**src/logic/lf_sched_pkg.sv**
```systemverilog
package lf_sched_pkg;

  // ------------------------------------------------------------
  // Register map (index, byte address is four times the index)
  // ------------------------------------------------------------
  localparam int unsigned APB_AW       = 12;
  localparam logic [7:0]  IDX_CTRL     = 8'h20;
  localparam logic [7:0]  IDX_TIMING   = 8'h21;
  localparam logic [7:0]  IDX_STATUS   = 8'h23;
  localparam logic [11:0] ADDR_CTRL    = {2'h0, IDX_CTRL, 2'h0};
  localparam logic [11:0] ADDR_TIMING  = {2'h0, IDX_TIMING, 2'h0};
  localparam logic [11:0] ADDR_STATUS  = {2'h0, IDX_STATUS, 2'h0};

  // ------------------------------------------------------------
  // Field positions and reset values
  // ------------------------------------------------------------
  localparam int unsigned CTRL_EN_BIT  = 7;
  localparam int unsigned CTRL_SRES_BIT = 6;
  localparam int unsigned CTRL_CAR_BIT = 5;
  localparam int unsigned STS_ON_BIT   = 7;
  localparam int unsigned STS_INIT_BIT = 6;
  localparam int unsigned STS_HOLD_BIT = 5;
  localparam int unsigned STS_CONT_BIT = 4;
  localparam int unsigned STS_LFO_BIT  = 0;
  localparam logic [7:0]  TIMING_RST   = 8'h60;
  localparam logic [7:0]  CTRL_RST     = 8'h00;

  // ------------------------------------------------------------
  // Interval and on-time codes, timing
  // ------------------------------------------------------------
  localparam logic [3:0]  IVL_CONT     = 4'h0;
  localparam logic [3:0]  IVL_MIN_CODE = 4'h3;
  localparam logic [3:0]  IVL_MAX_CODE = 4'hB;
  localparam logic [3:0]  ON_MAX_CODE  = 4'hA;
  localparam int unsigned CNT_W        = 13;
  localparam int unsigned LFO_PERIOD_MS = 1;
  localparam int unsigned INIT_TIME_MS = 2;
  localparam int unsigned INIT_TICKS   = INIT_TIME_MS / LFO_PERIOD_MS;
  localparam int unsigned GAP_TICKS    = 2;

  typedef struct packed {
    logic [3:0] interval_sel;
    logic [3:0] on_sel;
  } timing_t;

  typedef struct packed {
    logic receiver_enable;
    logic carrier_mode;
  } ctrl_t;

endpackage : lf_sched_pkg

```
**src/logic/lf_tick_sync.sv**
```systemverilog
`timescale 1ns/100ps
module lf_tick_sync (
  input  wire logic i_clk_sys,
  input  wire logic i_srst,
  input  wire logic i_lfo,
  output logic      o_tick,
  output logic      o_level
);

  logic s1_r, s2_r, s3_r;
  logic level_nxt, tick_nxt;

  // ------------------------------------------------------------
  // Level accepted once second and third stage agree
  // ------------------------------------------------------------
  always_comb begin
    level_nxt = o_level;
    tick_nxt  = 1'b0;
    if (s2_r == s3_r) begin
      level_nxt = s3_r;
      tick_nxt  = s3_r & ~o_level;
    end
  end

  always_ff @(posedge i_clk_sys) begin
    if (i_srst) begin
      s1_r    <= 1'b0;
      s2_r    <= 1'b0;
      s3_r    <= 1'b0;
      o_level <= 1'b0;
      o_tick  <= 1'b0;
    end else begin
      s1_r    <= i_lfo;
      s2_r    <= s1_r;
      s3_r    <= s2_r;
      o_level <= level_nxt;
      o_tick  <= tick_nxt;
    end
  end

endmodule : lf_tick_sync

```
**src/logic/lf_receiver_sample_scheduler.sv**
```systemverilog
// Function
// - Bits 7:4 of timing register pick the interval between detector turn-ons.
// - Interval code zero keeps the detector continuously on.
// - Interval code 0011 starts a sampling window every 16 oscillator periods.
// - Higher interval codes double the period from 32 up to 4096.
// - After an interval write, first interval starts at next oscillator edge.
// - Receiver reset loads the interval field with 0110.
// - Bits 3:0 pick the detector on time at each interval start.
// - On time is net; up to 2 ms warm-up comes from the off time.
// - Carrier mode with signal: cut on time short when evaluation ends.
// - Data mode with signal: hold detector on until message end.
// - Reset clears the on-time field.
// - On-time code zero gives one oscillator cycle per interval.
// - Other on-time codes give 2 up to 1024 oscillator cycles.
// - Control bit 5 selects data receive (0) or carrier detect (1).
// - Continuous mode: after a good message, stop and restart after 2-3 periods.
`timescale 1ns/100ps
module lf_receiver_sample_scheduler #(
  parameter int unsigned INIT_TICKS = lf_sched_pkg::INIT_TICKS,
  parameter int unsigned GAP_TICKS  = lf_sched_pkg::GAP_TICKS
) (
  input  wire logic        i_clk_sys,
  input  wire logic        i_srst,
  input  wire logic        psel,
  input  wire logic        penable,
  input  wire logic        pwrite,
  input  wire logic [11:0] paddr,
  input  wire logic [31:0] pwdata,
  output logic [31:0]      prdata,
  output logic             pready,
  output logic             pslverr,
  input  wire logic        i_lfo,
  input  wire logic        i_signal_detected,
  input  wire logic        i_eval_done,
  input  wire logic        i_msg_end,
  input  wire logic        i_rx_success,
  output logic             o_detector_on,
  output logic             o_detector_init,
  output logic             o_receiver_enable,
  output logic             o_carrier_mode
);

  localparam int unsigned CW = lf_sched_pkg::CNT_W;

  if (INIT_TICKS < 1 || INIT_TICKS > 15) begin : g_chk_init
    $error("INIT_TICKS must lie in 1..15");
  end
  if (GAP_TICKS < 2 || GAP_TICKS > 255) begin : g_chk_gap
    $error("GAP_TICKS must lie in 2..255");
  end

  typedef enum logic [2:0] {
    ST_OFF, ST_WAIT, ST_ON, ST_HOLD, ST_IDLE, ST_CONT, ST_GAP
  } sched_st_t;

  // ------------------------------------------------------------
  // State
  // ------------------------------------------------------------
  lf_sched_pkg::ctrl_t   ctrl_r, ctrl_nxt;
  lf_sched_pkg::timing_t timing_r, timing_nxt;
  sched_st_t             st_r, st_nxt;
  logic [CW-1:0]         ivl_cnt_r, ivl_cnt_nxt;
  logic [CW-1:0]         on_cnt_r, on_cnt_nxt;
  logic [7:0]            gap_cnt_r, gap_cnt_nxt;
  logic                  det_nxt, init_nxt;
  logic [31:0]           prdata_nxt;
  logic                  pready_nxt, pslverr_nxt;
  logic                  lfo_tick, lfo_level;
  logic [CW-1:0]         ivl_len, on_len;
  logic                  wr_acc, wr_ctrl, wr_timing, sres;
  logic                  last_ivl, last_on, is_cont;

  lf_tick_sync lf_tick_sync_inst (
    .i_clk_sys (i_clk_sys),
    .i_srst    (i_srst),
    .i_lfo     (i_lfo),
    .o_tick    (lfo_tick),
    .o_level   (lfo_level)
  );

  // ------------------------------------------------------------
  // Duration decode
  // ------------------------------------------------------------
  function automatic logic [CW-1:0] ivl_of(input logic [3:0] s);
    logic [3:0] c;
    c = s;
    if (s < lf_sched_pkg::IVL_MIN_CODE) c = lf_sched_pkg::IVL_MIN_CODE;
    if (s > lf_sched_pkg::IVL_MAX_CODE) c = lf_sched_pkg::IVL_MAX_CODE;
    return CW'(1) << (c + 4'h1);
  endfunction : ivl_of

  function automatic logic [CW-1:0] on_of(input logic [3:0] s);
    logic [3:0] c;
    c = s;
    if (s > lf_sched_pkg::ON_MAX_CODE) c = lf_sched_pkg::ON_MAX_CODE;
    return CW'(1) << c;
  endfunction : on_of

  always_comb begin
    ivl_len  = ivl_of(timing_r.interval_sel);
    on_len   = on_of(timing_r.on_sel);
    last_ivl = (ivl_cnt_r == ivl_len - CW'(1));
    last_on  = (on_cnt_r == on_len - CW'(1));
    is_cont  = (timing_r.interval_sel == lf_sched_pkg::IVL_CONT);
  end

  // ------------------------------------------------------------
  // APB slave, zero wait states
  // ------------------------------------------------------------
  always_comb begin
    wr_acc    = psel & penable & pready & pwrite;
    wr_ctrl   = wr_acc & (paddr == lf_sched_pkg::ADDR_CTRL);
    wr_timing = wr_acc & (paddr == lf_sched_pkg::ADDR_TIMING);
    sres      = wr_ctrl & pwdata[lf_sched_pkg::CTRL_SRES_BIT];
    ctrl_nxt   = ctrl_r;
    timing_nxt = timing_r;
    if (sres) begin
      ctrl_nxt   = '0;
      timing_nxt = lf_sched_pkg::TIMING_RST;
    end else begin
      if (wr_ctrl) begin
        ctrl_nxt.receiver_enable = pwdata[lf_sched_pkg::CTRL_EN_BIT];
        ctrl_nxt.carrier_mode    = pwdata[lf_sched_pkg::CTRL_CAR_BIT];
      end
      if (wr_timing) begin
        timing_nxt = pwdata[7:0];
      end
    end
    pready_nxt  = psel & ~penable;
    pslverr_nxt = 1'b0;
    prdata_nxt  = '0;
    if (psel & ~penable) begin
      unique case (paddr)
        lf_sched_pkg::ADDR_CTRL: begin
          prdata_nxt[lf_sched_pkg::CTRL_EN_BIT]  = ctrl_r.receiver_enable;
          prdata_nxt[lf_sched_pkg::CTRL_CAR_BIT] = ctrl_r.carrier_mode;
        end
        lf_sched_pkg::ADDR_TIMING: begin
          prdata_nxt[7:0] = timing_r;
        end
        lf_sched_pkg::ADDR_STATUS: begin
          prdata_nxt[lf_sched_pkg::STS_ON_BIT]   = o_detector_on;
          prdata_nxt[lf_sched_pkg::STS_INIT_BIT] = o_detector_init;
          prdata_nxt[lf_sched_pkg::STS_HOLD_BIT] = (st_r == ST_HOLD);
          prdata_nxt[lf_sched_pkg::STS_CONT_BIT] = (st_r == ST_CONT) | (st_r == ST_GAP);
          prdata_nxt[lf_sched_pkg::STS_LFO_BIT]  = lfo_level;
        end
        default: begin
          pslverr_nxt = 1'b1;
        end
      endcase
    end
  end

  // ------------------------------------------------------------
  // Sampling scheduler
  // ------------------------------------------------------------
  always_comb begin
    st_nxt      = st_r;
    ivl_cnt_nxt = ivl_cnt_r;
    on_cnt_nxt  = on_cnt_r;
    gap_cnt_nxt = gap_cnt_r;
    unique case (st_r)
      ST_OFF: begin
        st_nxt = ST_WAIT;
      end
      ST_WAIT: begin
        if (lfo_tick) begin
          ivl_cnt_nxt = '0;
          on_cnt_nxt  = '0;
          st_nxt      = is_cont ? ST_CONT : ST_ON;
        end
      end
      ST_CONT: begin
        if (i_rx_success) begin
          gap_cnt_nxt = '0;
          st_nxt      = ST_GAP;
        end
      end
      ST_GAP: begin
        if (lfo_tick) begin
          gap_cnt_nxt = gap_cnt_r + 8'h01;
          if (gap_cnt_r == 8'(GAP_TICKS)) begin
            st_nxt = ST_CONT;
          end
        end
      end
      ST_ON, ST_HOLD, ST_IDLE: begin
        if (st_r == ST_ON && ctrl_r.carrier_mode && i_signal_detected && i_eval_done) begin
          st_nxt = ST_IDLE;
        end
        if (st_r == ST_HOLD && i_msg_end) begin
          st_nxt = ST_IDLE;
        end
        if (lfo_tick) begin
          if (last_ivl) begin
            ivl_cnt_nxt = '0;
            on_cnt_nxt  = '0;
            st_nxt      = (st_nxt == ST_HOLD) ? ST_HOLD : ST_ON;
          end else begin
            ivl_cnt_nxt = ivl_cnt_r + CW'(1);
            if (st_nxt == ST_ON) begin
              on_cnt_nxt = on_cnt_r + CW'(1);
              if (last_on) begin
                st_nxt = (!ctrl_r.carrier_mode && i_signal_detected) ? ST_HOLD
                                                                    : ST_IDLE;
              end
            end
          end
        end
      end
    endcase
    if (wr_timing) begin
      st_nxt      = ST_WAIT;
      ivl_cnt_nxt = '0;
      on_cnt_nxt  = '0;
    end
    if (!ctrl_r.receiver_enable || sres) begin
      st_nxt      = ST_OFF;
      ivl_cnt_nxt = '0;
      on_cnt_nxt  = '0;
      gap_cnt_nxt = '0;
    end
    det_nxt  = (st_nxt == ST_ON) | (st_nxt == ST_HOLD) | (st_nxt == ST_CONT);
    init_nxt = (st_nxt == ST_IDLE)
             & (ivl_cnt_nxt >= ivl_len - CW'(INIT_TICKS));
  end

  always_ff @(posedge i_clk_sys) begin
    if (i_srst) begin
      ctrl_r          <= lf_sched_pkg::ctrl_t'(2'h0);
      timing_r        <= lf_sched_pkg::TIMING_RST;
      st_r            <= ST_OFF;
      ivl_cnt_r       <= '0;
      on_cnt_r        <= '0;
      gap_cnt_r       <= '0;
      o_detector_on   <= 1'b0;
      o_detector_init <= 1'b0;
      prdata          <= '0;
      pready          <= 1'b0;
      pslverr         <= 1'b0;
      o_receiver_enable <= 1'b0;
      o_carrier_mode  <= 1'b0;
    end else begin
      ctrl_r          <= ctrl_nxt;
      timing_r        <= timing_nxt;
      st_r            <= st_nxt;
      ivl_cnt_r       <= ivl_cnt_nxt;
      on_cnt_r        <= on_cnt_nxt;
      gap_cnt_r       <= gap_cnt_nxt;
      o_detector_on   <= det_nxt;
      o_detector_init <= init_nxt;
      prdata          <= prdata_nxt;
      pready          <= pready_nxt;
      pslverr         <= pslverr_nxt;
      o_receiver_enable <= ctrl_nxt.receiver_enable;
      o_carrier_mode  <= ctrl_nxt.carrier_mode;
    end
  end
endmodule : lf_receiver_sample_scheduler

```
**config.mk**
```make
export PLATFORM = sky130hd
export DESIGN_NAME = lf_receiver_sample_scheduler
export DESIGN_NICKNAME = d
export VERILOG_FILES = /design/src/logic/lf_sched_pkg.sv /design/src/logic/lf_tick_sync.sv /design/src/logic/lf_receiver_sample_scheduler.sv
export SDC_FILE = /design/constraint.sdc
export NUM_CORES = 1
export LEC_CHECK = 0
export BUFFER_PORTS_ARGS = -buffer_cell sky130_fd_sc_hd__buf_2
export CORE_MARGIN = 2
export CORE_UTILIZATION = 30
export DETAILED_ROUTE_END_ITERATION = 10
export HOLD_SLACK_MARGIN = 0.08
export SYNTH_ARGS = -nofsm -noshare
export SYNTH_HDL_FRONTEND = slang
export SYNTH_HIERARCHICAL = 1
export SYNTH_SLANG_ARGS = --single-unit
```
**constraint.sdc**
```tcl
create_clock -name i_clk_sys -period 4.8 [get_ports i_clk_sys]
set_input_delay 0.24 -clock i_clk_sys [delete_from_list [all_inputs] [get_ports i_clk_sys]]
set_output_delay 0.24 -clock i_clk_sys [all_outputs]
set_load 0.01 [all_outputs]
```
Word-level counts from Yosys, hierarchy flattened
Cells that the tools add are included.
{ "op_classes": {"reduce_logical": 22, "n_addsub": 7, "magnitude_cmp": 4, "muxes": 40, "bitwise_logic": 17, "n_eq_ne": 24, "n_shift": 2} }
{ "ops": {"columns": ["op", "n"], "rows": [
  ["2-to-1 mux 13 bit", 9],
  ["case mux 13 bit (2 select lines)", 2],
  ["2-to-1 mux 3 bit", 15],
  ["== test 12 x 8 -> 1 bit, second input constant", 3],
  ["adder 13 x 1 -> 13 bit, second input constant", 2],
  ["== test 13 bit", 2],
  ["left shift 1 x 4 -> 13 bit, first input constant", 2],
  ["subtractor 13 x 1 -> 13 bit, second input constant", 2],
  ["== test 3 x 2 -> 1 bit, second input constant", 6],
  ["2-to-1 mux 8 bit", 2],
  ["case mux 8 bit (2 select lines)", 1],
  ["== test 3 bit, second input constant", 5],
  ["case mux 3 bit (5 select lines)", 1],
  [">= comparator 13 bit", 1],
  ["subtractor 13 x 2 -> 13 bit, second input constant", 1],
  ["2-to-1 mux 4 bit", 3],
  ["OR reduction 3 bit", 4],
  ["AND 1 bit", 9],
  ["adder 8 x 1 -> 8 bit, second input constant", 1],
  ["== test 8 x 2 -> 1 bit, second input constant", 1],
  ["> comparator 4 bit, second input constant", 2],
  ["OR reduction 2 bit", 4],
  ["inequality test 2 x 1 -> 1 bit, second input constant", 3],
  ["case mux 1 bit (2 select lines)", 3],
  ["other kinds (18)", 32]
]} }
{ "totals": {"input_bits": 54, "register_bits": 88, "out_inout_bits": 38} }

Longest topological paths before layout
{ "logic_depth": {"depth_word": 17, "mapped_depth": 19, "depth_no_buf": 18} }

By module
Netlist, hierarchy kept.
{ "by_module_without_submodules": {"columns": ["module", "seq_area_each_um2", "cells_each", "area_each_um2", "instances"], "rows": [
  ["lf_receiver_sample_scheduler", 1181.1, 579, 4395.5, 1],
  ["lf_tick_sync", 100.1, 12, 148.9, 1]
]} }

Least setup slack after synthesis
No wires, ideal clock.
{ "synth_path": {"path_kind": "register to register", "startpoint": "register timing_r[6] in the netlist's numbering", "endpoint": "register o_detector_init", "synth_period_minus_slack_ns": 3.557, "t_required_ns": 4.673, "path_buffers": 2, "setup_time_ns": 0.127, "path_stages_with_launch": 19, "arrival_time_ns": 3.430, "setup_slack_ns": 1.243, "cell_sequence": "dfxtp_1 -> clkbuf_1 -> buf_2 -> xor2_1 -> o31ai_1 -> nand4_4 -> or2_1 -> and3_1 -> a22oi_1 -> nor2_1 -> ha_1 -> nor2b_1 -> o21a_1 -> o21ai_0 -> a21boi_0 -> o221ai_1 -> a21oi_1 -> o32ai_1 -> a211oi_1"} }
{ "synth_via": {"elab_chain_cells": 14, "word_cells_on_any_way": 25, "cone_classes": "3 x add/sub; 3 x order compare; 2 x eq/ne; 1 x shift; 14 x mux; 1 x bitwise; 1 x reduce/logical"} }
{ "synth_lines": {"columns": ["item", "line_no", "rtl"], "rows": [
  ["start, declared", "lf_receiver_sample_scheduler.sv:60", "lf_sched_pkg::timing_t timing_r, timing_nxt;"],
  ["start signal, assigned", "lf_receiver_sample_scheduler.sv:232", "timing_r <= lf_sched_pkg::TIMING_RST;"],
  ["start signal, assigned", "lf_receiver_sample_scheduler.sv:246", "timing_r <= timing_nxt;"],
  ["< comparator 4 x 2 -> 1 bit", "lf_receiver_sample_scheduler.sv:87", "if (s < lf_sched_pkg::IVL_MIN_CODE) c = lf_sched_pkg::IVL_MIN_CODE;"],
  ["2-to-1 mux 4 bit", "lf_receiver_sample_scheduler.sv:87", null],
  ["2-to-1 mux 4 bit *", "lf_receiver_sample_scheduler.sv:88", "if (s > lf_sched_pkg::IVL_MAX_CODE) c = lf_sched_pkg::IVL_MAX_CODE;"],
  ["adder 4 x 1 -> 4 bit *", "lf_receiver_sample_scheduler.sv:89", "return CW'(1) << (c + 4'h1);"],
  ["left shift 1 x 4 -> 13 bit *", "lf_receiver_sample_scheduler.sv:89", null],
  ["subtractor 13 x 1 -> 13 bit *", "lf_receiver_sample_scheduler.sv:102", "last_ivl = (ivl_cnt_r == ivl_len - CW'(1));"],
  ["== test 13 bit *", "lf_receiver_sample_scheduler.sv:102", null],
  ["2-to-1 mux 13 bit *", "lf_receiver_sample_scheduler.sv:196", "if (last_ivl) begin"],
  ["2-to-1 mux 13 bit *", "lf_receiver_sample_scheduler.sv:195", "if (lfo_tick) begin"],
  ["case mux 13 bit (2 select lines) *", "lf_receiver_sample_scheduler.sv:163", "unique case (st_r)"],
  ["2-to-1 mux 13 bit *", "lf_receiver_sample_scheduler.sv:213", "if (wr_timing) begin"],
  ["2-to-1 mux 13 bit *", "lf_receiver_sample_scheduler.sv:218", "if (!ctrl_r.receiver_enable || sres) begin"],
  ["via ivl_cnt_nxt[1]", "lf_receiver_sample_scheduler.sv:62", "logic [CW-1:0] ivl_cnt_r, ivl_cnt_nxt;"],
  [">= comparator 13 bit *", "lf_receiver_sample_scheduler.sv:226", "& (ivl_cnt_nxt >= ivl_len - CW'(INIT_TICKS));"],
  ["AND 1 bit *", "lf_receiver_sample_scheduler.sv:226", null],
  ["end signal, assigned", "lf_receiver_sample_scheduler.sv:252", "o_detector_init <= init_nxt;"],
  ["end, declared", "lf_receiver_sample_scheduler.sv:38", "output logic o_detector_init,"]
]} }
The timed path passes the listed nets; every way through them passes the cells marked *.
A chain may end at the register's enable or synchronous reset.

Final worst setup path
{ "layout_path": {"startpoint": "register timing_r[7] in the netlist's numbering", "endpoint": "register o_detector_init"} }
Same word-level chain as after synthesis.

==> run metrics <==
status completed; Seq cells post-synth 64; DR vias/cell 5.12; Nets 688; CTS clk-pin slew, worst paths 0.06 ns; area share of the largest cell type after synthesis 0.282; slowest library cell on the worst path dfxtp_1; YS warnings 6; peak supply drop 0.000140 V; Gate power share 0.036; post-CTS resize count 0; Die Height 127 um; setup repair after global routing missed its margin no; leakage 1.99 nW; largest net degree at the start of global routing 23; CP endpoint kind flip-flop; Post-CTS Hold Fix Bufs 0; crit path DAT 4.30 ns; Port Buf Inserts 43; full die area 16,100 um^2; number of global-route vias before repair 3,683; global-route wire length before repair 18.0 mm; synthesized area per cell 7.69 um^2; Hold WS 0.113 ns; final setup vio count 0; diode count 0; Setup TNS 0 ns; GRT Total Usage 0.137; Worst R2R Path Depth 17; ys async rst share 0; worst-margin pin slew 0.906 ns; Post-Syn Area 4540 um^2; Net Sw Frac 0.217; ranking of synthesized cells by area dfxtp_1 28%, nor2_1 6.4%, ha_1 5.5%; Top FF cell, synth dfxtp_1; post-DP HPWL 7.94 mm; Unique masters post-synth 69; Die Wd 127 um; P_sw 0.296 mW; root buffer cell clkbuf_16; routed wire length 10.8 mm; Clock Skew 0.00731 ns; min Tclk post-route 4.09 ns; global route overflow 0; Sink Count 64; cells along the critical path nand3b_1, a2111o_1, o311ai_2, nand4_4, or2_1, and3_1, a22oi_1, nor2_1, ha_1, nor2b_1, o21a_1, o21ai_0, a21boi_0, o221ai_1, a21oi_1, o32ai_1, a211oi_1; CP required 5.02 ns; vias post-DR 4,108; Initial Util 0.310; Hold Crit Class primary input to flip-flop; Core Area 14,600 um^2; area leader, netlist dfxtp_1; num ports 92; final period utilization 0.852; DRC viols 0; clock network power share 0.572; Worst slew margin 0.396; Top Family by Delay on Critical Path compound AO/OA/AOI/OAI gates; CTS tree yes; DR WL/cell 13.5 um; H-tree Lvls 3; count of endpoints failing hold in the final timing report 0; Iteration-0 DRC Markers 308; critical path class flip-flop to flip-flop; Sequential Power Share 0.392; Critical Path Source Type flip-flop; share of layout cells above drive strength 1 0.128; postcts setup bufs 0; Hold Path Stages 2; clock latency on the worst-skew pair 0.34 ns; pwr dens 265 nW/um^2; CP peak stage delay 0.74 ns; gpl congestion 0.825; critical path buffer and inverter count 0; Post-synth EDFFs 0; std cell rows 44; CP Max Fanout 21; DRT Pass-1 Iters 4; post-synthesis cell count 591; sequential-to-total area share from yosys stat 0.282; initial antenna violation count 0; Max Cap Violations 0; Layout area overhead 13.0%; internal cell power 1.06 mW; Final Max Tran Viols 0; Crit path depth 17; ANT nets after route 0; FMAX 245 MHz; clk buf depth 2; CTS buffer count 9
==> cell usage after synthesis, types with 15 or more instances <==
cell type and number:
dfxtp_1 64, o31ai_1 25, mux2i_1 17, clkbuf_1 27
nand2_1 46, buf_4 25, o21ai_0 36, nor2_1 78
xor2_1 18, ha_1 20, nand3_1 23, a21oi_1 15
==> worst paths after layout <==
check / startpoint / end / slack, ns
worst min register to register: lf_tick_sync_inst/s1_r / lf_tick_sync_inst/s2_r / 0.44
worst max-delay path: timing_r[7] / o_detector_init / 0.71
worst min-delay path: i_lfo / lf_tick_sync_inst/s1_r / 0.11
worst max register to register: timing_r[7] / o_detector_init / 0.71
==> final cells by class <==
type                    count  area, um^2
fillers                  1513        9510
clock buffers               9         225
flip-flops and latches     64        1280
repair buffers             48         253
inverters                  13        48.8
well taps                 184         230
clock inverters             7         125
multi-input cells         478        2970
==> metrics by stage <==
stage	cell area [um^2]	total power [mW]	utilization	worst slack (ns)	instances
global placement	4780	0.592	0.327	0.779	787
finish	5130	1.36	0.351	0.712	803
floorplan	4650	0.589	-	1.24	620
detailed placement	4780	0.592	0.327	0.753	787
CTS	5130	1.37	0.351	0.724	803
global route	5130	1.40	0.351	0.360	803
==> metal layers <==
layer,GRT usage,vias up,part of all wire
li1,-,2118,-
met1,0.189,1876,0.51
met2,0.210,101,0.42
met3,0.0239,13,0.054
met4,0.0595,0,0.015
met5,0,-,0
==> sequential cells by signal, indices dropped and copies added, names as in the netlist <==
register / cells
st_r: 3
ctrl_r: 2
lf_tick_sync_inst/s1_r: 1
lf_tick_sync_inst/s2_r: 1
lf_tick_sync_inst/o_tick: 1
ivl_cnt_r: 13
o_detector_init: 1
on_cnt_r: 13
pready: 1
gap_cnt_r: 8
lf_tick_sync_inst/o_level: 1
prdata: 8
o_detector_on: 1
pslverr: 1
timing_r: 8
lf_tick_sync_inst/s3_r: 1
==> cell families (layout without fill, tap and decap cells) <==
logic type,Yosys count,in the layout,share of synthesized area
XOR/XNOR,30,30,0.0578
adder cells (fa/ha/maj),20,20,0.0551
other,2,31,0.00165
flip-flops,64,64,0.282
AND/OR/NAND/NOR,251,251,0.283
multiplexers,17,17,0.0374
buffers and inverters,78,77,0.0892
AO/OA/AOI/OAI,129,129,0.194
==> power by group through the flow <==
stage / clock network [mW] / registers [mW] / logic [mW]
after floorplan: 0 / 0.546 / 0.0435
after global placement: 0 / 0.545 / 0.0468
after detailed placement: 0 / 0.545 / 0.0469
after CTS: 0.790 / 0.534 / 0.0472
after global routing: 0.811 / 0.534 / 0.0544
final: 0.779 / 0.534 / 0.0487
==> layout by cell type (no fill, tap or decap), types with 14 or more instances in the layout <==
master | synthesis | routed
conb_1 | 2 | 31
dfxtp_1 | 64 | 64
ha_1 | 20 | 20
xor2_1 | 18 | 18
nand4_1 | 14 | 14
buf_2 | 9 | 43
nor2_1 | 78 | 78
a21oi_1 | 15 | 15
mux2i_1 | 17 | 17
nand2_1 | 46 | 46
nand3_1 | 23 | 23
o31ai_1 | 25 | 25
o21ai_0 | 36 | 36
Power figures use the tool's default switching activity.
